===== src/hdl/decoder_pkg.sv =====
// package: encodings, register map and reset values of the addressing decoder
package decoder_pkg;
  // documented instruction-set size
  localparam int INSTR_TYPES = 63;
  localparam int CLASS_COUNT = 13;
  // prebytes
  localparam logic [7:0] PRE_NONE = 8'h00;
  localparam logic [7:0] PRE_SECOND_INDEX = 8'h90;
  localparam logic [7:0] PRE_SECOND_INDEX_INDIRECT = 8'h91;
  localparam logic [7:0] PRE_INDIRECT = 8'h92;
  // addressing mode, upper opcode nibble
  localparam logic [3:0] M_BITREL = 4'h0;
  localparam logic [3:0] M_BIT = 4'h1;
  localparam logic [3:0] M_REL = 4'h2;
  localparam logic [3:0] M_SDIR = 4'h3;
  localparam logic [3:0] M_INH_A = 4'h4;
  localparam logic [3:0] M_INH_X = 4'h5;
  localparam logic [3:0] M_SIDX = 4'h6;
  localparam logic [3:0] M_NIDX = 4'h7;
  localparam logic [3:0] M_MISC = 4'h8;
  localparam logic [3:0] M_PRE = 4'h9;
  localparam logic [3:0] M_IMM = 4'hA;
  localparam logic [3:0] M_ADIR_S = 4'hB;
  localparam logic [3:0] M_ADIR_L = 4'hC;
  localparam logic [3:0] M_AIDX_L = 4'hD;
  localparam logic [3:0] M_AIDX_S = 4'hE;
  localparam logic [3:0] M_AIDX_N = 4'hF;
  // short-only operations (lower nibble): 0 clr .. B swap, C call, D jp, E sla
  localparam logic [3:0] SOP_CALL = 4'hC;
  localparam logic [3:0] SOP_JP = 4'hD;
  localparam logic [3:0] SOP_LAST = 4'hE;
  // long/short operations: 0 ld .. 9 bit_compare
  localparam logic [3:0] ALU_LAST = 4'h9;
  // misc inherent: 0 nop .. D pop, E call_relative
  localparam logic [3:0] MISC_CALL_RELATIVE = 4'hE;
  // conditional_relative_jump conditions
  localparam logic [3:0] COND_ALWAYS = 4'h0;
  localparam logic [3:0] COND_NEVER = 4'h1;
  localparam logic [3:0] COND_EQ = 4'h2;
  localparam logic [3:0] COND_NE = 4'h3;
  localparam logic [3:0] COND_ULT = 4'h4;
  localparam logic [3:0] COND_UGE = 4'h5;
  localparam logic [3:0] COND_MI = 4'h6;
  localparam logic [3:0] COND_PL = 4'h7;
  localparam logic [3:0] COND_H = 4'h8;
  localparam logic [3:0] COND_NH = 4'h9;
  localparam logic [3:0] COND_M = 4'hA;
  localparam logic [3:0] COND_NM = 4'hB;
  localparam logic [3:0] COND_IH = 4'hC;
  localparam logic [3:0] COND_IL = 4'hD;
  localparam logic [3:0] COND_UGT = 4'hE;
  localparam logic [3:0] COND_ULE = 4'hF;
  // register port
  localparam logic [3:0] REG_CTRL = 4'h0;
  localparam logic [3:0] REG_STATUS = 4'h1;
  localparam logic [3:0] REG_EA_LO = 4'h2;
  localparam logic [3:0] REG_EA_HI = 4'h3;
  localparam logic [3:0] REG_OPCODE = 4'h4;
  localparam logic [3:0] REG_PREFIX = 4'h5;
  localparam int CTRL_RUN_BIT = 0;
  localparam int STAT_BUSY_BIT = 0;
  localparam int STAT_ILL_BIT = 1;
  localparam logic [7:0] CTRL_RST = 8'h01;
  localparam logic [15:0] PC_RST = 16'h0000;
  localparam logic [2:0] MAX_INSTR_BYTES = 3'd4;
  typedef enum logic [3:0] {
    CLS_LOAD, CLS_STACK, CLS_INCDEC, CLS_CMP, CLS_LOGIC, CLS_BIT, CLS_BTJ,
    CLS_ARITH, CLS_SHIFT, CLS_JUMP, CLS_BRANCH, CLS_INT, CLS_FLAG
  } class_type;
endpackage


===== src/hdl/cpu_addressing_prebyte_decoder.sv =====
// instruction fetch, prebyte handling and effective-address decode
// Notes on behaviour
// - short indexed: one offset byte plus index, unsigned, reach up to 1FE
// - long indexed: two-byte offset, whole 64 Kbyte space
// - indirect: byte after opcode addresses a pointer read before operand
// - short indirect: byte pointer address and byte pointer, range 00..FF
// - long indirect forms: byte pointer address, 16-bit pointer fetched
// - indirect indexed: index plus fetched pointer, unsigned
// - short indirect indexed: byte pointer plus index, range 00..1FE
// - read-modify-write, bit, call, jp short only; load/alu also long
// - relative: signed 8-bit offset added to address of next instruction
// - direct relative offset follows opcode; indirect offset read from memory
// - instructions are one to four bytes: prebyte, opcode, address bytes
// - prebyte only alters the opcode that immediately follows it
// - prebyte 90 swaps first index register for second one
// - prebyte 92 turns direct forms and X offset-indexed forms (not no-offset ones) into indirect
// - prebyte 91 turns X indirect indexed into second-index form
// - code neither opcode nor prebyte raises reset
// - valid prebyte with valid opcode never raises reset
// - 63 instruction types in 13 classes
// - conditional jumps test one flag, the C and Z pair, or the external line for either level
// - unsigned less on C, greater-equal on not C, greater on C and Z clear
// - bit test-and-jump reads byte, branches on selected bit level
// - indexed address is index plus offset; no offset gives 00..FF
// - short direct one byte page zero; long direct two bytes
`timescale 1ns/1ps
module cpu_addressing_prebyte_decoder
  import decoder_pkg::*;
(
  // clock and reset
  input wire logic clk,
  input wire logic rstn,
  // program/data memory
  output logic [15:0] memAddr,
  output logic memRd,
  input wire logic [7:0] memData,
  // datapath state
  input wire logic [7:0] idxX,
  input wire logic [7:0] idxY,
  input wire logic ccH,
  input wire logic ccI,
  input wire logic ccN,
  input wire logic ccZ,
  input wire logic ccC,
  input wire logic extIrqLine,
  input wire logic pcLoad,
  input wire logic [15:0] pcLoadValue,
  input wire logic execDone,
  // decode results
  output logic decValid,
  output logic [7:0] decOpcode,
  output decoder_pkg::class_type decClass,
  output logic decUseY,
  output logic decIndirect,
  output logic [15:0] effAddr,
  output logic [15:0] pcNext,
  output logic branchTaken,
  output logic illegalRst,
  // register port
  input wire logic [3:0] regAddr,
  input wire logic [7:0] regWrData,
  input wire logic regWr,
  input wire logic regRd,
  output logic [7:0] regRdData
);
  import decoder_pkg::*;

  typedef enum {
    ST_IDLE, ST_OP_RD, ST_OP_DAT, ST_DECODE, ST_ARG_RD, ST_ARG_DAT, ST_ADDR,
    ST_PTR_RD, ST_PTR_DAT, ST_PTR_DONE, ST_OPND_RD, ST_OPND_DAT, ST_DONE,
    ST_HOLD, ST_TRAPPED
  } state_type;

  state_type state_ff;
  logic [15:0] pc_ff;
  logic [7:0] opcode_ff;
  logic [7:0] prefix_ff;
  logic [15:0] args_ff;
  logic [15:0] ptr_ff;
  logic [7:0] opnd_ff;
  logic [1:0] argLeft_ff;
  logic [1:0] ptrLeft_ff;
  logic [2:0] byteCnt_ff;
  logic [15:0] memAddr_ff;
  logic memRd_ff;
  logic decValid_ff;
  logic [7:0] decOpcode_ff;
  class_type decClass_ff;
  logic decUseY_ff;
  logic decIndirect_ff;
  logic [15:0] effAddr_ff;
  logic [15:0] pcNext_ff;
  logic branchTaken_ff;
  logic illegalRst_ff;
  logic [7:0] ctrl_ff;
  logic illSeen_ff;
  logic [7:0] regRdData_ff;

  logic [3:0] mode;
  logic [3:0] low;
  logic p90;
  logic p91;
  logic p92;
  logic ind;
  logic useY;
  logic longPtr;
  logic indexed;
  logic [1:0] argCount;
  logic [7:0] firstArg;
  logic [7:0] idxSel;
  logic [15:0] eaBase;
  logic [15:0] eaCalc;
  logic [7:0] relOff;
  logic [15:0] target;
  logic condMet;
  logic isRel;
  logic isAbs;
  logic taken;
  logic [15:0] pcNextCalc;
  logic newIsPre;
  logic newDefined;
  logic illegalEvt;

  function automatic logic isPrebyte(input logic [7:0] b);
    return b == PRE_SECOND_INDEX || b == PRE_SECOND_INDEX_INDIRECT || b == PRE_INDIRECT;
  endfunction

  // short-only codes exist only in short modes, long forms only for load/alu
  function automatic logic opDefined(input logic [7:0] op);
    case (op[7:4])
      M_BITREL, M_BIT, M_REL: return 1'b1;
      M_SDIR, M_SIDX, M_NIDX: return op[3:0] <= SOP_LAST;
      M_INH_A, M_INH_X: return op[3:0] <= SOP_LAST && op[3:0] != SOP_CALL && op[3:0] != SOP_JP;
      M_MISC: return op[3:0] <= MISC_CALL_RELATIVE;
      M_PRE: return 1'b0;
      default: return op[3:0] <= ALU_LAST;
    endcase
  endfunction

  // thirteen classes over the sixty-three types
  function automatic class_type opClass(input logic [7:0] op);
    case (op[7:4])
      M_BITREL: return CLS_BTJ;
      M_BIT: return CLS_BIT;
      M_REL: return (op[3:0] <= COND_NEVER) ? CLS_JUMP : CLS_BRANCH;
      M_MISC: begin
        case (op[3:0])
          4'h1, 4'h2, 4'h3, 4'h5: return CLS_INT;
          4'h6, 4'h7, 4'h8, 4'h9: return CLS_FLAG;
          4'hA, 4'hC, 4'hD: return CLS_STACK;
          4'hB: return CLS_ARITH;
          default: return CLS_JUMP;
        endcase
      end
      M_SDIR, M_SIDX, M_NIDX, M_INH_A, M_INH_X: begin
        case (op[3:0])
          4'h0: return CLS_LOAD;
          4'h1, 4'h2: return CLS_INCDEC;
          4'h3: return CLS_CMP;
          4'h4, 4'h5: return CLS_LOGIC;
          SOP_CALL, SOP_JP: return CLS_JUMP;
          default: return CLS_SHIFT;
        endcase
      end
      default: begin
        case (op[3:0])
          4'h0: return CLS_LOAD;
          4'h1, 4'h9: return CLS_CMP;
          4'h2, 4'h3, 4'h4: return CLS_LOGIC;
          default: return CLS_ARITH;
        endcase
      end
    endcase
  endfunction

  // prebyte interpretation of the held opcode
  always_comb begin
    mode = opcode_ff[7:4];
    low = opcode_ff[3:0];
    p90 = prefix_ff == PRE_SECOND_INDEX;
    p91 = prefix_ff == PRE_SECOND_INDEX_INDIRECT;
    p92 = prefix_ff == PRE_INDIRECT;
    case (mode)
      M_BITREL, M_BIT, M_REL, M_SDIR, M_ADIR_S, M_ADIR_L: ind = p92;
      M_SIDX, M_AIDX_L, M_AIDX_S: ind = p92 || p91;
      M_MISC: ind = p92 && low == MISC_CALL_RELATIVE;
      default: ind = 1'b0;
    endcase
    case (mode)
      M_INH_X, M_NIDX, M_AIDX_N: useY = p90;
      M_SIDX, M_AIDX_L, M_AIDX_S: useY = p90 || p91;
      default: useY = 1'b0;
    endcase
    longPtr = ind && (mode == M_ADIR_L || mode == M_AIDX_L);
    indexed = mode == M_SIDX || mode == M_NIDX || mode == M_AIDX_L
      || mode == M_AIDX_S || mode == M_AIDX_N;
    case (mode)
      M_BITREL: argCount = 2'd2;
      M_BIT, M_REL, M_SDIR, M_SIDX, M_IMM, M_ADIR_S, M_AIDX_S: argCount = 2'd1;
      M_ADIR_L, M_AIDX_L: argCount = ind ? 2'd1 : 2'd2;
      M_MISC: argCount = (low == MISC_CALL_RELATIVE) ? 2'd1 : 2'd0;
      default: argCount = 2'd0;
    endcase
  end

  // effective address and branch target
  always_comb begin
    firstArg = (argCount == 2'd2) ? args_ff[15:8] : args_ff[7:0];
    idxSel = useY ? idxY : idxX;
    if (ind) begin
      eaBase = longPtr ? ptr_ff : {8'h00, ptr_ff[7:0]};
    end else begin
      case (mode)
        M_ADIR_L, M_AIDX_L: eaBase = args_ff;
        M_NIDX, M_AIDX_N: eaBase = 16'h0000;
        M_IMM: eaBase = pc_ff - 16'h0001;
        default: eaBase = {8'h00, firstArg};
      endcase
    end
    // zero-extended sum, carry reaches the upper byte
    eaCalc = eaBase + (indexed ? {8'h00, idxSel} : 16'h0000);
    relOff = (mode != M_BITREL && ind) ? ptr_ff[7:0] : args_ff[7:0];
    target = pc_ff + {{8{relOff[7]}}, relOff};
    case (low)
      COND_ALWAYS: condMet = 1'b1;
      COND_NEVER: condMet = 1'b0;
      COND_EQ: condMet = ccZ;
      COND_NE: condMet = !ccZ;
      COND_ULT: condMet = ccC;
      COND_UGE: condMet = !ccC;
      COND_MI: condMet = ccN;
      COND_PL: condMet = !ccN;
      COND_H: condMet = ccH;
      COND_NH: condMet = !ccH;
      COND_M: condMet = ccI;
      COND_NM: condMet = !ccI;
      COND_IH: condMet = extIrqLine;
      COND_IL: condMet = !extIrqLine;
      COND_UGT: condMet = !ccC && !ccZ;
      default: condMet = ccC || ccZ;
    endcase
    isRel = mode == M_REL || (mode == M_MISC && low == MISC_CALL_RELATIVE);
    isAbs = (mode == M_SDIR || mode == M_SIDX || mode == M_NIDX)
      && (low == SOP_CALL || low == SOP_JP);
    if (mode == M_REL) begin
      taken = condMet;
    end else if (mode == M_BITREL) begin
      taken = opnd_ff[low[3:1]] != low[0];
    end else begin
      taken = isRel || isAbs;
    end
    pcNextCalc = !taken ? pc_ff : ((isRel || mode == M_BITREL) ? target : eaCalc);
  end

  always_comb begin
    newIsPre = isPrebyte(memData);
    newDefined = opDefined(memData);
    illegalEvt = state_ff == ST_OP_DAT && !newIsPre && !newDefined && !pcLoad;
  end

  // fetch sequencer and memory port
  always_ff @(posedge clk or negedge rstn) begin
    if (!rstn) begin
      state_ff <= ST_IDLE;
      pc_ff <= PC_RST;
      opcode_ff <= 8'h00;
      prefix_ff <= PRE_NONE;
      args_ff <= 16'h0000;
      ptr_ff <= 16'h0000;
      opnd_ff <= 8'h00;
      argLeft_ff <= 2'd0;
      ptrLeft_ff <= 2'd0;
      byteCnt_ff <= 3'd0;
      memAddr_ff <= 16'h0000;
      memRd_ff <= 1'b0;
    end else begin
      memRd_ff <= 1'b0;
      if (pcLoad) begin
        pc_ff <= pcLoadValue;
        prefix_ff <= PRE_NONE;
        byteCnt_ff <= 3'd0;
        state_ff <= ST_IDLE;
      end else begin
        case (state_ff)
          ST_IDLE: begin
            if (ctrl_ff[CTRL_RUN_BIT]) begin
              memAddr_ff <= pc_ff;
              memRd_ff <= 1'b1;
              pc_ff <= pc_ff + 16'h0001;
              byteCnt_ff <= 3'd1;
              state_ff <= ST_OP_RD;
            end
          end
          ST_OP_RD: state_ff <= ST_OP_DAT;
          ST_OP_DAT: begin
            if (newIsPre) begin
              // a repeated prebyte replaces the earlier one
              prefix_ff <= memData;
              memAddr_ff <= pc_ff;
              memRd_ff <= 1'b1;
              pc_ff <= pc_ff + 16'h0001;
              byteCnt_ff <= 3'd2;
              state_ff <= ST_OP_RD;
            end else if (!newDefined) begin
              prefix_ff <= PRE_NONE;
              state_ff <= ST_TRAPPED;
            end else begin
              opcode_ff <= memData;
              args_ff <= 16'h0000;
              ptr_ff <= 16'h0000;
              state_ff <= ST_DECODE;
            end
          end
          ST_DECODE: begin
            argLeft_ff <= argCount;
            if (argCount != 2'd0) begin
              memAddr_ff <= pc_ff;
              memRd_ff <= 1'b1;
              pc_ff <= pc_ff + 16'h0001;
              byteCnt_ff <= byteCnt_ff + 3'd1;
              state_ff <= ST_ARG_RD;
            end else begin
              state_ff <= ST_DONE;
            end
          end
          ST_ARG_RD: state_ff <= ST_ARG_DAT;
          ST_ARG_DAT: begin
            args_ff <= {args_ff[7:0], memData};
            argLeft_ff <= argLeft_ff - 2'd1;
            if (argLeft_ff > 2'd1) begin
              memAddr_ff <= pc_ff;
              memRd_ff <= 1'b1;
              pc_ff <= pc_ff + 16'h0001;
              byteCnt_ff <= byteCnt_ff + 3'd1;
              state_ff <= ST_ARG_RD;
            end else begin
              state_ff <= ST_ADDR;
            end
          end
          ST_ADDR: begin
            if (ind) begin
              memAddr_ff <= {8'h00, firstArg};
              memRd_ff <= 1'b1;
              ptrLeft_ff <= longPtr ? 2'd2 : 2'd1;
              state_ff <= ST_PTR_RD;
            end else if (mode == M_BITREL) begin
              memAddr_ff <= eaCalc;
              memRd_ff <= 1'b1;
              state_ff <= ST_OPND_RD;
            end else begin
              state_ff <= ST_DONE;
            end
          end
          ST_PTR_RD: state_ff <= ST_PTR_DAT;
          ST_PTR_DAT: begin
            // word pointers are read high byte first
            ptr_ff <= {ptr_ff[7:0], memData};
            ptrLeft_ff <= ptrLeft_ff - 2'd1;
            if (ptrLeft_ff == 2'd2) begin
              memAddr_ff <= {8'h00, firstArg} + 16'h0001;
              memRd_ff <= 1'b1;
              state_ff <= ST_PTR_RD;
            end else begin
              state_ff <= ST_PTR_DONE;
            end
          end
          ST_PTR_DONE: begin
            if (mode == M_BITREL) begin
              memAddr_ff <= eaCalc;
              memRd_ff <= 1'b1;
              state_ff <= ST_OPND_RD;
            end else begin
              state_ff <= ST_DONE;
            end
          end
          ST_OPND_RD: state_ff <= ST_OPND_DAT;
          ST_OPND_DAT: begin
            opnd_ff <= memData;
            state_ff <= ST_DONE;
          end
          ST_DONE: state_ff <= ST_HOLD;
          ST_HOLD: begin
            if (execDone) begin
              pc_ff <= pcNext_ff;
              prefix_ff <= PRE_NONE;
              byteCnt_ff <= 3'd0;
              state_ff <= ST_IDLE;
            end
          end
          ST_TRAPPED: state_ff <= ST_TRAPPED;
          default: state_ff <= ST_IDLE;
        endcase
      end
    end
  end

  // decode results and reset request
  always_ff @(posedge clk or negedge rstn) begin
    if (!rstn) begin
      decValid_ff <= 1'b0;
      decOpcode_ff <= 8'h00;
      decClass_ff <= CLS_LOAD;
      decUseY_ff <= 1'b0;
      decIndirect_ff <= 1'b0;
      effAddr_ff <= 16'h0000;
      pcNext_ff <= PC_RST;
      branchTaken_ff <= 1'b0;
      illegalRst_ff <= 1'b0;
    end else begin
      decValid_ff <= 1'b0;
      illegalRst_ff <= illegalEvt;
      if (state_ff == ST_DONE && !pcLoad) begin
        decValid_ff <= 1'b1;
        decOpcode_ff <= opcode_ff;
        decClass_ff <= opClass(opcode_ff);
        decUseY_ff <= useY;
        decIndirect_ff <= ind;
        effAddr_ff <= eaCalc;
        pcNext_ff <= pcNextCalc;
        branchTaken_ff <= taken;
      end
    end
  end

  // register port; a new illegal event wins over a clear
  always_ff @(posedge clk or negedge rstn) begin
    if (!rstn) begin
      ctrl_ff <= CTRL_RST;
      illSeen_ff <= 1'b0;
      regRdData_ff <= 8'h00;
    end else begin
      if (regWr && regAddr == REG_CTRL) begin
        ctrl_ff <= regWrData;
      end
      if (illegalEvt) begin
        illSeen_ff <= 1'b1;
      end else if (regWr && regAddr == REG_STATUS && regWrData[STAT_ILL_BIT]) begin
        illSeen_ff <= 1'b0;
      end
      regRdData_ff <= 8'h00;
      if (regRd) begin
        case (regAddr)
          REG_CTRL: regRdData_ff <= ctrl_ff;
          REG_STATUS: begin
            regRdData_ff[STAT_BUSY_BIT] <= state_ff != ST_IDLE && state_ff != ST_TRAPPED;
            regRdData_ff[STAT_ILL_BIT] <= illSeen_ff;
          end
          REG_EA_LO: regRdData_ff <= effAddr_ff[7:0];
          REG_EA_HI: regRdData_ff <= effAddr_ff[15:8];
          REG_OPCODE: regRdData_ff <= decOpcode_ff;
          REG_PREFIX: regRdData_ff <= prefix_ff;
          default: regRdData_ff <= 8'h00;
        endcase
      end
    end
  end

  assign memAddr = memAddr_ff;
  assign memRd = memRd_ff;
  assign decValid = decValid_ff;
  assign decOpcode = decOpcode_ff;
  assign decClass = decClass_ff;
  assign decUseY = decUseY_ff;
  assign decIndirect = decIndirect_ff;
  assign effAddr = effAddr_ff;
  assign pcNext = pcNext_ff;
  assign branchTaken = branchTaken_ff;
  assign illegalRst = illegalRst_ff;
  assign regRdData = regRdData_ff;

  short_idx_a: assert property (@(posedge clk) disable iff (!rstn)
    state_ff == ST_DONE && mode == M_AIDX_S && !ind && !useY
      |-> eaCalc == {8'h00, args_ff[7:0]} + {8'h00, idxX})
    else $error("short indexed address wrong");
  long_idx_a: assert property (@(posedge clk) disable iff (!rstn)
    state_ff == ST_DONE && !pcLoad && mode == M_AIDX_L && !ind
      |=> effAddr_ff == $past(args_ff) + {8'h00, $past(idxSel)})
    else $error("long indexed address wrong");
  ptr_addr_a: assert property (@(posedge clk) disable iff (!rstn)
    state_ff == ST_ADDR && ind && !pcLoad
      |=> memRd_ff && memAddr_ff[15:8] == 8'h00 ##1 state_ff == ST_PTR_DAT)
    else $error("pointer fetch not from page zero");
  short_ind_a: assert property (@(posedge clk) disable iff (!rstn)
    state_ff == ST_DONE && ind && (mode == M_SDIR || mode == M_ADIR_S) |-> eaCalc[15:8] == 8'h00)
    else $error("short indirect out of page zero");
  ind_idx_range_a: assert property (@(posedge clk) disable iff (!rstn)
    state_ff == ST_DONE && ind && (mode == M_SIDX || mode == M_AIDX_S) |-> eaCalc <= 16'h01FE)
    else $error("short indirect indexed beyond 1FE");
  rel_target_a: assert property (@(posedge clk) disable iff (!rstn)
    state_ff == ST_DONE && !pcLoad && mode == M_REL && !ind && condMet
      |=> branchTaken_ff && pcNext_ff == $past(pc_ff) + {{8{$past(relOff[7])}}, $past(relOff)})
    else $error("relative target wrong");
  instr_len_a: assert property (@(posedge clk) disable iff (!rstn)
    byteCnt_ff <= MAX_INSTR_BYTES)
    else $error("instruction longer than four bytes");
  second_idx_a: assert property (@(posedge clk) disable iff (!rstn)
    state_ff == ST_DONE && !pcLoad && prefix_ff == PRE_SECOND_INDEX && mode == M_AIDX_S
      |=> decUseY_ff)
    else $error("prebyte 90 did not select second index");
  illegal_rst_a: assert property (@(posedge clk) disable iff (!rstn)
    state_ff == ST_OP_DAT && !pcLoad && !isPrebyte(memData) && !opDefined(memData)
      |=> illegalRst_ff ##1 !illegalRst_ff)
    else $error("illegal code gave no single reset pulse");
  pre_legal_a: assert property (@(posedge clk) disable iff (!rstn)
    state_ff == ST_OP_DAT && prefix_ff != PRE_NONE && opDefined(memData) |=> !illegalRst_ff)
    else $error("prebyte pair raised reset");
  ugt_jump_a: assert property (@(posedge clk) disable iff (!rstn)
    state_ff == ST_DONE && !pcLoad && mode == M_REL && low == COND_UGT
      |=> branchTaken_ff == !($past(ccC) || $past(ccZ)))
    else $error("unsigned greater decision wrong");
  bit_jump_a: assert property (@(posedge clk) disable iff (!rstn)
    state_ff == ST_DONE && mode == M_BITREL |-> taken == (opnd_ff[low[3:1]] ^ low[0]))
    else $error("bit test branch wrong");
  ill_nodec_a: assert property (@(posedge clk) disable iff (!rstn)
    illegalRst_ff |-> !decValid_ff && state_ff == ST_TRAPPED)
    else $error("illegal code reached decode output");
endmodule


===== config.mk =====
export PLATFORM = sky130hd
export DESIGN_NAME = cpu_addressing_prebyte_decoder
export DESIGN_NICKNAME = d
export VERILOG_FILES = /design/src/hdl/decoder_pkg.sv /design/src/hdl/cpu_addressing_prebyte_decoder.sv
export SDC_FILE = /design/constraint.sdc
export NUM_CORES = 1
export LEC_CHECK = 0
export CORE_MARGIN = 5
export CORE_UTILIZATION = 55
export DETAILED_ROUTE_END_ITERATION = 10
export DONT_BUFFER_PORTS = 1
export GPL_TIMING_DRIVEN = 0
export MAX_ROUTING_LAYER = met4
export PLACE_DENSITY = 0.73
export SETUP_SLACK_MARGIN = 0.15
export SYNTH_ARGS = -nofsm -noshare
export SYNTH_HDL_FRONTEND = slang
export SYNTH_SLANG_ARGS = --single-unit

===== constraint.sdc =====
create_clock -name clk -period 5.1 [get_ports clk]
set_input_delay 1.275 -clock clk [delete_from_list [all_inputs] [get_ports clk]]
set_output_delay 1.275 -clock clk [all_outputs]
set_load 0.005 [all_outputs]

[Word-level counts from Yosys, hierarchy flattened]
Memory sizes are Yosys's and may differ from the RTL's.
Cells that the tools add are included.
Word-level totals
  flip-flop bits (word level): 191
  ROM bits: 128
  logic and storage cells: 279
  memories: 2
Memory list
  (name not given): depth 16, bits a word 4, read ports 1, clocked after memory_dff 0, wr ports 0, line cpu_addressing_prebyte_decoder.sv:147  | case (op[3:0])
  (name not given): depth 16, bits a word 4, read ports 1, clocked after memory_dff 0, wr ports 0, line cpu_addressing_prebyte_decoder.sv:156  | case (op[3:0])
Operators by class
  $add $sub $neg: 7
  magnitude comparators: 5
  equal/unequal tests: 84
  muxes and demuxes: 77
  bitwise logic cells: 2
  reduce and logical (&&, ||, !) cells: 79
Operators with widths (number)
  32-bit one-hot mux with 15 select lines: 1
  16-bit 2-to-1 mux: 19
  32-bit by 4-bit == test with 1-bit output (second input constant): 7
  32-bit by 3-bit == test with 1-bit output (second input constant): 5
  16-bit one-hot mux with 7 select lines: 1
  32-bit 2-to-1 mux: 3
  16-bit one-hot mux with 5 select lines: 1
  8-bit 2-to-1 mux: 9
  32-bit by 2-bit == test with 1-bit output (second input constant): 2
  4-bit == test (second input constant): 16
  16-bit one-hot mux with 2 select lines: 2
  4-bit by 3-bit == test with 1-bit output (second input constant): 14
  8-bit == test (second input constant): 6
  16-bit one-hot mux with 3 select lines: 1
  32-bit by 1-bit == test with 1-bit output (second input constant): 1
  32-bit by 5-bit == test with 1-bit output (second input constant): 1
  4-bit by 2-bit == test with 1-bit output (second input constant): 8
  32-bit zero test: 1
  32-bit by 5-bit != test with 1-bit output (second input constant): 1
  32-bit nonzero test: 1
  6-bit one-hot mux with 5 select lines: 1
  4-bit 2-to-1 mux: 5
  4-bit one-hot mux with 5 select lines: 1
  16-bit by 1-bit adder with 16-bit output (second input constant): 1
  50 further kinds: 146

[Logic depth before layout (Yosys ltp)]
Gate-level depths: netlist of run 1.
  depth in word-level cells: 13
  depth in mapped cells: 20
  mapped depth without buffers: 18

[Worst setup path before layout of run 1]
OpenSTA, ideal clock, no wires.
  kind: flip-flop to flip-flop
  start: register prefix_ff[2]
  end: register pcNext_ff[15], in the netlist pcNext[15]
  library setup time: 0.137 ns
  data arrival time: 3.946 ns
  required time: 4.963 ns
  setup slack: 1.018 ns
  stages on the path, launching flop included: 17
  path buffers: 1
  period minus slack after synthesis: 4.082 ns
  path through: dfrtp_1 -> nor4b_2 -> nand3b_1 -> a311o_1 -> buf_6 -> nor2_2 -> nand2_1 -> mux2_2 -> ha_1 -> o21ai_0 -> nor2_1 -> o311ai_0 -> a211oi_1 -> nor3_1 -> or4_1 -> a32oi_1 -> a21oi_1
Between the ends
  word-level cells in the longest chain between the ends: 12
  elaborated cells between the ends (all ways): 24
  those cells by class: add/sub (2); eq/ne (4); mux (13); reduce/logical (5)
Ends and longest elaborated chain
  start: declaration: line cpu_addressing_prebyte_decoder.sv:77  | logic [7:0] prefix_ff;
  start signal: assignment: line cpu_addressing_prebyte_decoder.sv:298  | prefix_ff <= memData;
  8-bit == test, on equally long branches: line cpu_addressing_prebyte_decoder.sv:182, cpu_addressing_prebyte_decoder.sv:181
  1-bit logical AND or 1-bit logical OR (tied branches): line cpu_addressing_prebyte_decoder.sv:186, cpu_addressing_prebyte_decoder.sv:185
  1-bit one-hot mux with 3 select lines: line cpu_addressing_prebyte_decoder.sv:183  | case (mode)
  2-bit 2-to-1 mux: line cpu_addressing_prebyte_decoder.sv:200  | M_ADIR_L, M_AIDX_L: argCount = ind ? 2'd1 : 2'd2;
  2-bit one-hot mux with 4 select lines: line cpu_addressing_prebyte_decoder.sv:197  | case (mode)
  2-bit == test: line cpu_addressing_prebyte_decoder.sv:208  | firstArg = (argCount == 2'd2) ? args_ff[15:8] : args_ff[7:0];
  8-bit 2-to-1 mux: line cpu_addressing_prebyte_decoder.sv:208
  16-bit one-hot mux with 3 select lines: line cpu_addressing_prebyte_decoder.sv:213  | case (mode)
  16-bit 2-to-1 mux: line cpu_addressing_prebyte_decoder.sv:210  | if (ind) begin
  16-bit by 8-bit adder with 16-bit output: line cpu_addressing_prebyte_decoder.sv:221  | eaCalc = eaBase + (indexed ? {8'h00, idxSel} : 16'h0000);
  16-bit 2-to-1 mux (*) (2 in series): line cpu_addressing_prebyte_decoder.sv:252  | pcNextCalc = !taken ? pc_ff : ((isRel || mode == M_BITREL) ? target : eaCalc);
  end signal: assignment: line cpu_addressing_prebyte_decoder.sv:419  | pcNext_ff <= pcNextCalc;
  end: declaration: line cpu_addressing_prebyte_decoder.sv:92  | logic [15:0] pcNext_ff;
Mark *: on every way between the ends. The rest lies on a longest branch, timed or not.
A chain may end at the register's enable or synchronous reset.

[Final worst setup path of run 1]
  start: register prefix_ff[2]
  end: register effAddr_ff[9], in the netlist effAddr[9]
Between the ends
  word-level cells in the longest chain between the ends: 10
  elaborated cells between the ends (all ways): 19
  those cells by class: add/sub (1); eq/ne (4); mux (10); reduce/logical (4)
Ends and longest elaborated chain
  8-bit == test, on equally long branches: line cpu_addressing_prebyte_decoder.sv:182, cpu_addressing_prebyte_decoder.sv:181
  1-bit logical AND or 1-bit logical OR (tied branches): line cpu_addressing_prebyte_decoder.sv:186, cpu_addressing_prebyte_decoder.sv:185
  1-bit one-hot mux with 3 select lines: line cpu_addressing_prebyte_decoder.sv:183
  2-bit 2-to-1 mux: line cpu_addressing_prebyte_decoder.sv:200
  2-bit one-hot mux with 4 select lines: line cpu_addressing_prebyte_decoder.sv:197
  2-bit == test: line cpu_addressing_prebyte_decoder.sv:208
  8-bit 2-to-1 mux: line cpu_addressing_prebyte_decoder.sv:208
  16-bit one-hot mux with 3 select lines: line cpu_addressing_prebyte_decoder.sv:213
  16-bit 2-to-1 mux: line cpu_addressing_prebyte_decoder.sv:210
  16-bit by 8-bit adder with 16-bit output (*): line cpu_addressing_prebyte_decoder.sv:221
  end signal: assignment: line cpu_addressing_prebyte_decoder.sv:418  | effAddr_ff <= eaCalc;
  end: declaration: line cpu_addressing_prebyte_decoder.sv:91  | logic [15:0] effAddr_ff;
Marked as above.

==> results of run 1 <==
power by group through the flow:
stage          sequential (W)  clock (W)  combinational (W)
2_1_floorplan         0.00168          0            0.00195
3_3_place_gp          0.00178          0            0.00259
3_5_place_dp          0.00179          0            0.00263
4_1_cts               0.00177    0.00132            0.00266
5_1_grt               0.00180    0.00138            0.00308
6_report              0.00178    0.00130            0.00287
logic make-up (layout without fill, tap and decap cells):
family / Yosys count / count (layout) / share of synthesized area [%]
and+or+nand+nor: 509 / 509 / 21.3
muxes: 66 / 66 / 6.62
adders and majority gates: 33 / 33 / 3.86
xor gates and xnor gates: 37 / 37 / 2.92
buffers and inverters: 125 / 162 / 4.92
AOI/OAI and AO/OA: 399 / 399 / 23.6
DFF: 163 / 163 / 36.8
cells in the mapped netlist, drive strengths merged, types with 4 or more instances:
library cell / n / area (µm²)
o21bai: 4 / 30.0
o31ai: 9 / 72.6
o221ai: 4 / 35.0
ha: 31 / 388
a22oi: 20 / 150
or4: 6 / 56.3
nand4: 5 / 31.3
buf: 33 / 200
and2: 10 / 62.6
nor3: 25 / 125
nand3b: 5 / 37.5
a22o: 12 / 106
clkbuf: 62 / 233
dfrtp: 162 / 4050
o311ai: 5 / 43.8
o211ai: 4 / 30.0
a32oi: 9 / 78.8
nand3: 35 / 180
a31oi: 28 / 175
mux2: 38 / 428
a211oi: 18 / 145
nor4: 10 / 75.1
or3: 10 / 62.6
o21a: 9 / 67.6
a21o: 17 / 128
xor2: 18 / 158
nand2b: 18 / 113
mux2i: 26 / 260
a21oi: 80 / 412
o21ai: 116 / 584
nor2: 117 / 442
inv: 28 / 105
nor2b: 11 / 68.8
xnor2: 19 / 166
a222oi: 6 / 60.1
o22ai: 19 / 125
a221oi: 9 / 78.8
nand2: 225 / 845
and3: 9 / 61.3
or2: 8 / 50.1
worst max-delay path: cells and delay by family (launching register included):
family          cells  cell delay [ns]
compound gates     10             2.28
simple gates        3             0.61
flops               1             0.41
mux                 1             0.39
buf+inv             2             0.37
fa+ha+maj           1             0.31
xor+xnor            1             0.29
flip-flops by register name, indices dropped and copies added, names as in the netlist, 2 cells and up:
name and count:
argLeft_ff 2, args_ff 16, ctrl_ff 8, decClass 4
decOpcode 8, effAddr 16, memAddr 16, opcode_ff 8
opnd_ff 8, pcNext 16, pc_ff 16, prefix_ff 8
ptrLeft_ff 2, ptr_ff 16, regRdData 8, state_ff 4
metal layers:
layer,global-route usage [%],routed length (µm),vias to the layer above
li1,-,-,4874
met3,6.37,4130,73
met5,-,0,-
met1,45.8,15700,5060
met2,46.2,16200,635
met4,9.97,1090,0
layout make-up:
class	count	share of cell area (%)
buffer	95	3.58
clock buffer	18	3.62
clock inverter	13	1.23
inverter	30	0.927
multi-input combinational	1044	53.8
sequential	163	33.6
tap	270	2.78
timing repair buffer	6	0.474
worst paths after layout:
path / from / to / slack [ns]
hold reg to reg: illSeen_ff / illSeen_ff / 0.48
setup / recovery: prefix_ff[2] / effAddr[9] / 0.29
setup reg to reg: prefix_ff[2] / effAddr[9] / 0.29
max in group asynchronous: rstn / ctrl_ff[0] / 4.34
hold / removal: illSeen_ff / illSeen_ff / 0.48
min in group asynchronous: rstn / ctrl_ff[6] / 0.54
metrics by stage:
| stage | util [%] | area [µm²] | cells |
|---|---|---|---|
| after global routing | 60.6 | 12100 | 1639 |
| after detailed placement | 57.0 | 11400 | 1602 |
| after floorplan | - | 11100 | 1332 |
| final | 60.6 | 12100 | 1639 |
| after global placement | 57.0 | 11400 | 1602 |
| after CTS | 60.0 | 12000 | 1633 |
what timing repair did:
| action | 4_1_cts | 5_1_grt |
|---|---|---|
| pin swaps | 0 | 3 |
| resized for setup | 4 | 14 |
| endpoints found under the setup margin | 5 | 16 |
| buffers inserted | 0 | 6 |
| hold buffers | 0 | 0 |
==> results.txt, run 1 <==
core area - 0.0200 mm²
TritonCTS Buffers - 17
area of the multi-input gates - 0.00654 mm²
Peak VDD IR - 0.298 mV
overflow left after global routing - 0
dominant synthesized flop cell - dfrtp_1
largest net degree at the start of global routing - 164
max incr delay on CP - 0.41 ns
worst path cell trace - nor4b_2 > nand3b_1 > a311o_1 > buf_6 > a21oi_4 > buf_6 > mux2_2 > a211oi_1 > nor2_1 > ha_1 > a211oi_1 > o21ai_0 > a21o_1 > a21o_1 > a21oi_4 > a21oi_1 > xnor2_1 > o21ai_0
post-synthesis cell area - 0.0111 mm²
CP max-delay cell - dfrtp_1
WL/cell - 22.7 µm
clk_lat worst skew - 0.43 ns
layout cells sized above 1 - 10.6%
Hold Fails Final Rpt - 0
Critical Path RT - 5.39 ns
CTS tree - yes
Critical Path End Type - flip-flop
initial DRC count - 1372
ANT nets after route - 0
Avg Cell Area, Syn - 8.32 µm²
global-route wire length before repair - 57.7 mm
CTS sink count - 163
post-synthesis register bit count - 163
Clock transition at path regs - 0.07 ns
initial antenna violation count - 1
Hold Crit Depth - 1
Peak Freq - 0.208 GHz
Crit path arrival time - 5.10 ns
pre-CTS setup slack - 0.125 ns
Initial DRT Pass Iterations - 8
Hold WS - 0.483 ns
Net Sw Frac - 44.2%
initial core utilization - 55.3%
die height - 152 µm
status - completed
Layout area overhead - 9.62%
die area - 0.0231 mm²
Final setup viols - 0
commonest non-fill, non-tap cell in the layout - nand2_1
most used cells in the layout excluding fill and tap cells - 224 x nand2_1, 162 x dfrtp_1, 116 x nor2_1
Overall Power - 0.00595 W
Worst-Margin Slew - 1.33 ns
fill cell count - 1847
yosys warns - 0
nets - 1454
CP Max Fanout - 10
Gate power share - 48.2%
Antenna diodes - 0
Int Pwr - 0.00332 W
H-tree Lvls - 4
Final WS setup - 0.292 ns
Post-synth EDFFs - 0
Max Cap Violations - 0
port bufs - 0
GP Congestion - 1.01
final worst path period share - 94.3%
Clk pwr share - 21.9%
CTS root buffer - clkbuf_16
DRC errors left - 0
final WL - 37.1 mm
TNS Setup - 0 ns
net switching power - 0.00263 W
relative slew slack - 10.9%
deepest clock path buffer count - 2
sequential-to-total area share from yosys stat - 36.8%
clock period minus final worst setup slack - 4.81 ns
Die Wd - 152 µm
Syn Inst Count - 1332
Total GRT Usage - 32.0%
RSZ-0062 raised after global routing - no
Hold Crit Class - reg -> reg
Reg2Reg Depth - 18
sequential cell fraction of total power - 29.9%
Cell variety after synth - 90
row cnt - 52
via/cell ratio - 6.49
Post-DP HPWL - 28.1 mm
Max Slew Vio Count - 0
Fin Clk Skew - 0.0147 ns
register area - 0.00408 mm²
crit start category - flip-flop
critical path class - reg -> reg
FFs w/ async S/R, synth - 100%
PwrDens - 490 mW/mm²
I/O pins - 138
Vias - 10600
P_leak - 5.15 nW
vias in the first global route - 9874
Syn Nets - 1429
Power figures use the tool's default switching activity.
==> run 2, diff against run 1 <==
--- a/config.mk
+++ b/config.mk
@@ -6,11 +6,14 @@
 export NUM_CORES = 1
 export LEC_CHECK = 0
+export CELL_PAD_IN_SITES_DETAIL_PLACEMENT = 0
+export CELL_PAD_IN_SITES_GLOBAL_PLACEMENT = 2
 export CORE_MARGIN = 5
-export CORE_UTILIZATION = 55
+export CORE_UTILIZATION = 39
 export DETAILED_ROUTE_END_ITERATION = 10
 export DONT_BUFFER_PORTS = 1
+export GPL_ROUTABILITY_DRIVEN = 1
 export GPL_TIMING_DRIVEN = 0
 export MAX_ROUTING_LAYER = met4
-export PLACE_DENSITY = 0.73
+export PLACE_DENSITY = 0.84
 export SETUP_SLACK_MARGIN = 0.15
 export SYNTH_ARGS = -nofsm -noshare
==> constraint.sdc (replaced) <==
create_clock -name clk -period 5.1 [get_ports clk]
set_input_delay 0.51 -clock clk [delete_from_list [all_inputs] [get_ports clk]]
set_output_delay 0.51 -clock clk [all_outputs]
set_load 0.005 [all_outputs]
==> run 2 against run 1 <==
Against the previous run:
- the flow now finishes with violations (max-capacitance violations)
- critical path depth is 1 higher
- sequential share of layout area is 0.57 points lower
- via count is 2.0% lower
- clock power is 4% higher
- highest routed layer unchanged
==> results.txt, run 2 (synthesized netlist as in run 1, its figures left out) <==
die area - 0.0319 mm² (was 0.0231 mm²)
Vias - 10400 (was 10600)
core area - 0.0279 mm² (was 0.0200 mm²)
Hold WS - 0.0657 ns (was 0.483 ns)
Clock transition at path regs - 0.08 ns (was 0.07 ns)
CTS root buffer - clkbuf_16 (unchanged)
Total GRT Usage - 26.5% (was 32.0%)
sequential cell fraction of total power - 29.3% (was 29.9%)
WL/cell - 23.3 µm (was 22.7 µm)
clock period minus final worst setup slack - 4.73 ns (was 4.81 ns)
ANT nets after route - 0 (unchanged)
I/O pins - 138 (unchanged)
final worst path period share - 92.7% (was 94.3%)
Gate power share - 48.6% (was 48.2%)
Peak Freq - 0.212 GHz (was 0.208 GHz)
crit start category - flip-flop (unchanged)
Antenna diodes - 0 (unchanged)
Hold Crit Class - in -> async (was reg -> reg)
Final setup viols - 0 (unchanged)
status - finished, violations left (was completed)
layout cells sized above 1 - 11.1% (was 10.6%)
Initial DRT Pass Iterations - 5 (was 8)
Critical Path End Type - flip-flop (unchanged)
Net Sw Frac - 45.8% (was 44.2%)
FF-to-FF setup slack - 0.37 ns (was 0.29 ns)
Clk pwr share - 22.1% (was 21.9%)
global-route wire length before repair - 62.6 mm (was 57.7 mm)
Post-DP HPWL - 31.4 mm (was 28.1 mm)
pre-CTS setup slack - -0.151 ns (was 0.125 ns)
RSZ-0062 raised after global routing - no (unchanged)
Worst-Margin Slew - 1.48 ns (was 1.33 ns)
relative slew slack - 0.681% (was 10.9%)
Layout area overhead - 11.5% (was 9.62%)
die height - 179 µm (was 152 µm)
deepest clock path buffer count - 2 (unchanged)
Hold Fails Final Rpt - 0 (unchanged)
Critical Path RT - 5.42 ns (was 5.39 ns)
PwrDens - 493 mW/mm² (was 490 mW/mm²)
DRC errors left - 0 (unchanged)
CP Max Fanout - 10 (unchanged)
failing checks - max-capacitance violations
nets - 1461 (was 1454)
CTS sink count - 163 (unchanged)
TritonCTS Buffers - 17 (unchanged)
Final WS setup - 0.374 ns (was 0.292 ns)
initial DRC count - 1155 (was 1372)
row cnt - 61 (was 52)
Inst Count DP - 1710 (was 1602)
H-tree Lvls - 4 (unchanged)
overflow left after global routing - 0 (unchanged)
GP Congestion - 0.942 (was 1.01)
via/cell ratio - 5.94 (was 6.49)
critical path class - reg -> reg (unchanged)
most used cells in the layout excluding fill and tap cells - 224 x nand2_1, 162 x dfrtp_1, 116 x nor2_1 (unchanged)
Die Wd - 179 µm (was 152 µm)
clk_lat worst skew - 0.44 ns (was 0.43 ns)
Max Cap Violations - 1 (was 0)
CTS tree - yes (unchanged)
TNS Setup - 0 ns (unchanged)
initial core utilization - 39.7% (was 55.3%)
Fin Clk Skew - 0.0167 ns (was 0.0147 ns)
vias in the first global route - 9949 (was 9874)
critical path startpoint - prefix_ff[2] (unchanged)
net switching power - 0.00279 W (was 0.00263 W)
port bufs - 0 (unchanged)
Crit path arrival time - 5.05 ns (was 5.10 ns)
initial antenna violation count - 0 (was 1)
final WL - 40.9 mm (was 37.1 mm)
P_leak - 5.18 nW (was 5.15 nW)
commonest non-fill, non-tap cell in the layout - nand2_1 (unchanged)
Peak VDD IR - 0.278 mV (was 0.298 mV)
Max Slew Vio Count - 0 (unchanged)
Int Pwr - 0.00330 W (was 0.00332 W)
largest net degree at the start of global routing - 164 (unchanged)
Post-Layout Cell Count - 1754 (was 1639)
fin util - 44.2% (was 60.6%)
critical register-to-register path startpoint - prefix_ff[2] (unchanged)
run 2: cell types whose count changed in the layout (fill, tap and decap cells not counted), sizes merged:
cell,change
buf,+7
inv,+5
clkinv,-3
bufinv,-1
clkbuf,-1
run 2: layout make-up:
class                   count  area, µm²
clock buffers              17        425
multi-input cells        1044       6550
fillers                  2844      15600
clock inverters            14        164
inverters                  30        113
plain buffers              95        435
flip-flops and latches    163       4080
well taps                 378        473
repair buffers             13        118
run 2: per-layer routing:
layer  global-route usage, %  up-vias  wire length [µm]
met5                       -        -                 0
met4                    6.43        0               735
met3                    5.00       33              3030
met2                    38.0      408             17800
met1                    38.6     5096             19300
li1                        -     4888                 -
run 2: power groups by stage:
| stage | registers (W) | logic (W) | clock network, W |
|---|---|---|---|
| 5_1_grt | 0.00181 | 0.00322 | 0.00143 |
| 4_1_cts | 0.00178 | 0.00277 | 0.00137 |
| 3_5_place_dp | 0.00181 | 0.00271 | 0 |
| 3_3_place_gp | 0.00180 | 0.00271 | 0 |
| 6_report | 0.00178 | 0.00296 | 0.00135 |
| 2_1_floorplan | 0.00168 | 0.00195 | 0 |
run 2: critical path: stages, from the launching register on:
cell and delay (ns):
dfrtp_1 0.41, nor4b_2 0.28, nand3b_1 0.17, buf_4 0.18, a311oi_4 0.30, buf_4 0.24
nand2_1 0.21, clkbuf_2 0.31, a21oi_1 0.32, ha_1 0.28, inv_1 0.07, fa_1 0.40
nor2b_1 0.12, o21ai_0 0.11, a21o_1 0.25, a31oi_4 0.27, a21o_1 0.16, and2_1 0.19
o221ai_1 0.14, a22o_1 0.19
run 2: stage by stage:
step	power (W)	instance area [µm²]
global route	0.00646	12400
floorplan	0.00363	11100
CTS	0.00592	12200
global placement	0.00451	11600
finish	0.00609	12400
detailed placement	0.00452	11600
run 2: worst paths after layout:
| check | end | cells past startpoint |
|---|---|---|
| worst max-delay path | memAddr[8] | 19 |
| worst min-delay path | decOpcode[4] | 1 |
| worst max register to register | memAddr[8] | 19 |
| worst min register to register | ptrLeft_ff[0] | 1 |
| max in group asynchronous | args_ff[11] | 1 |
| min in group clk | pc_ff[10] | 2 |
run 2: what timing repair did:
item	CTS	global route
hold endpoints to repair	163	0
gates resized for setup	5	15
buffers inserted	0	12
setup endpoints to repair	15	20
hold buffers	1	0
pin swaps	0	6
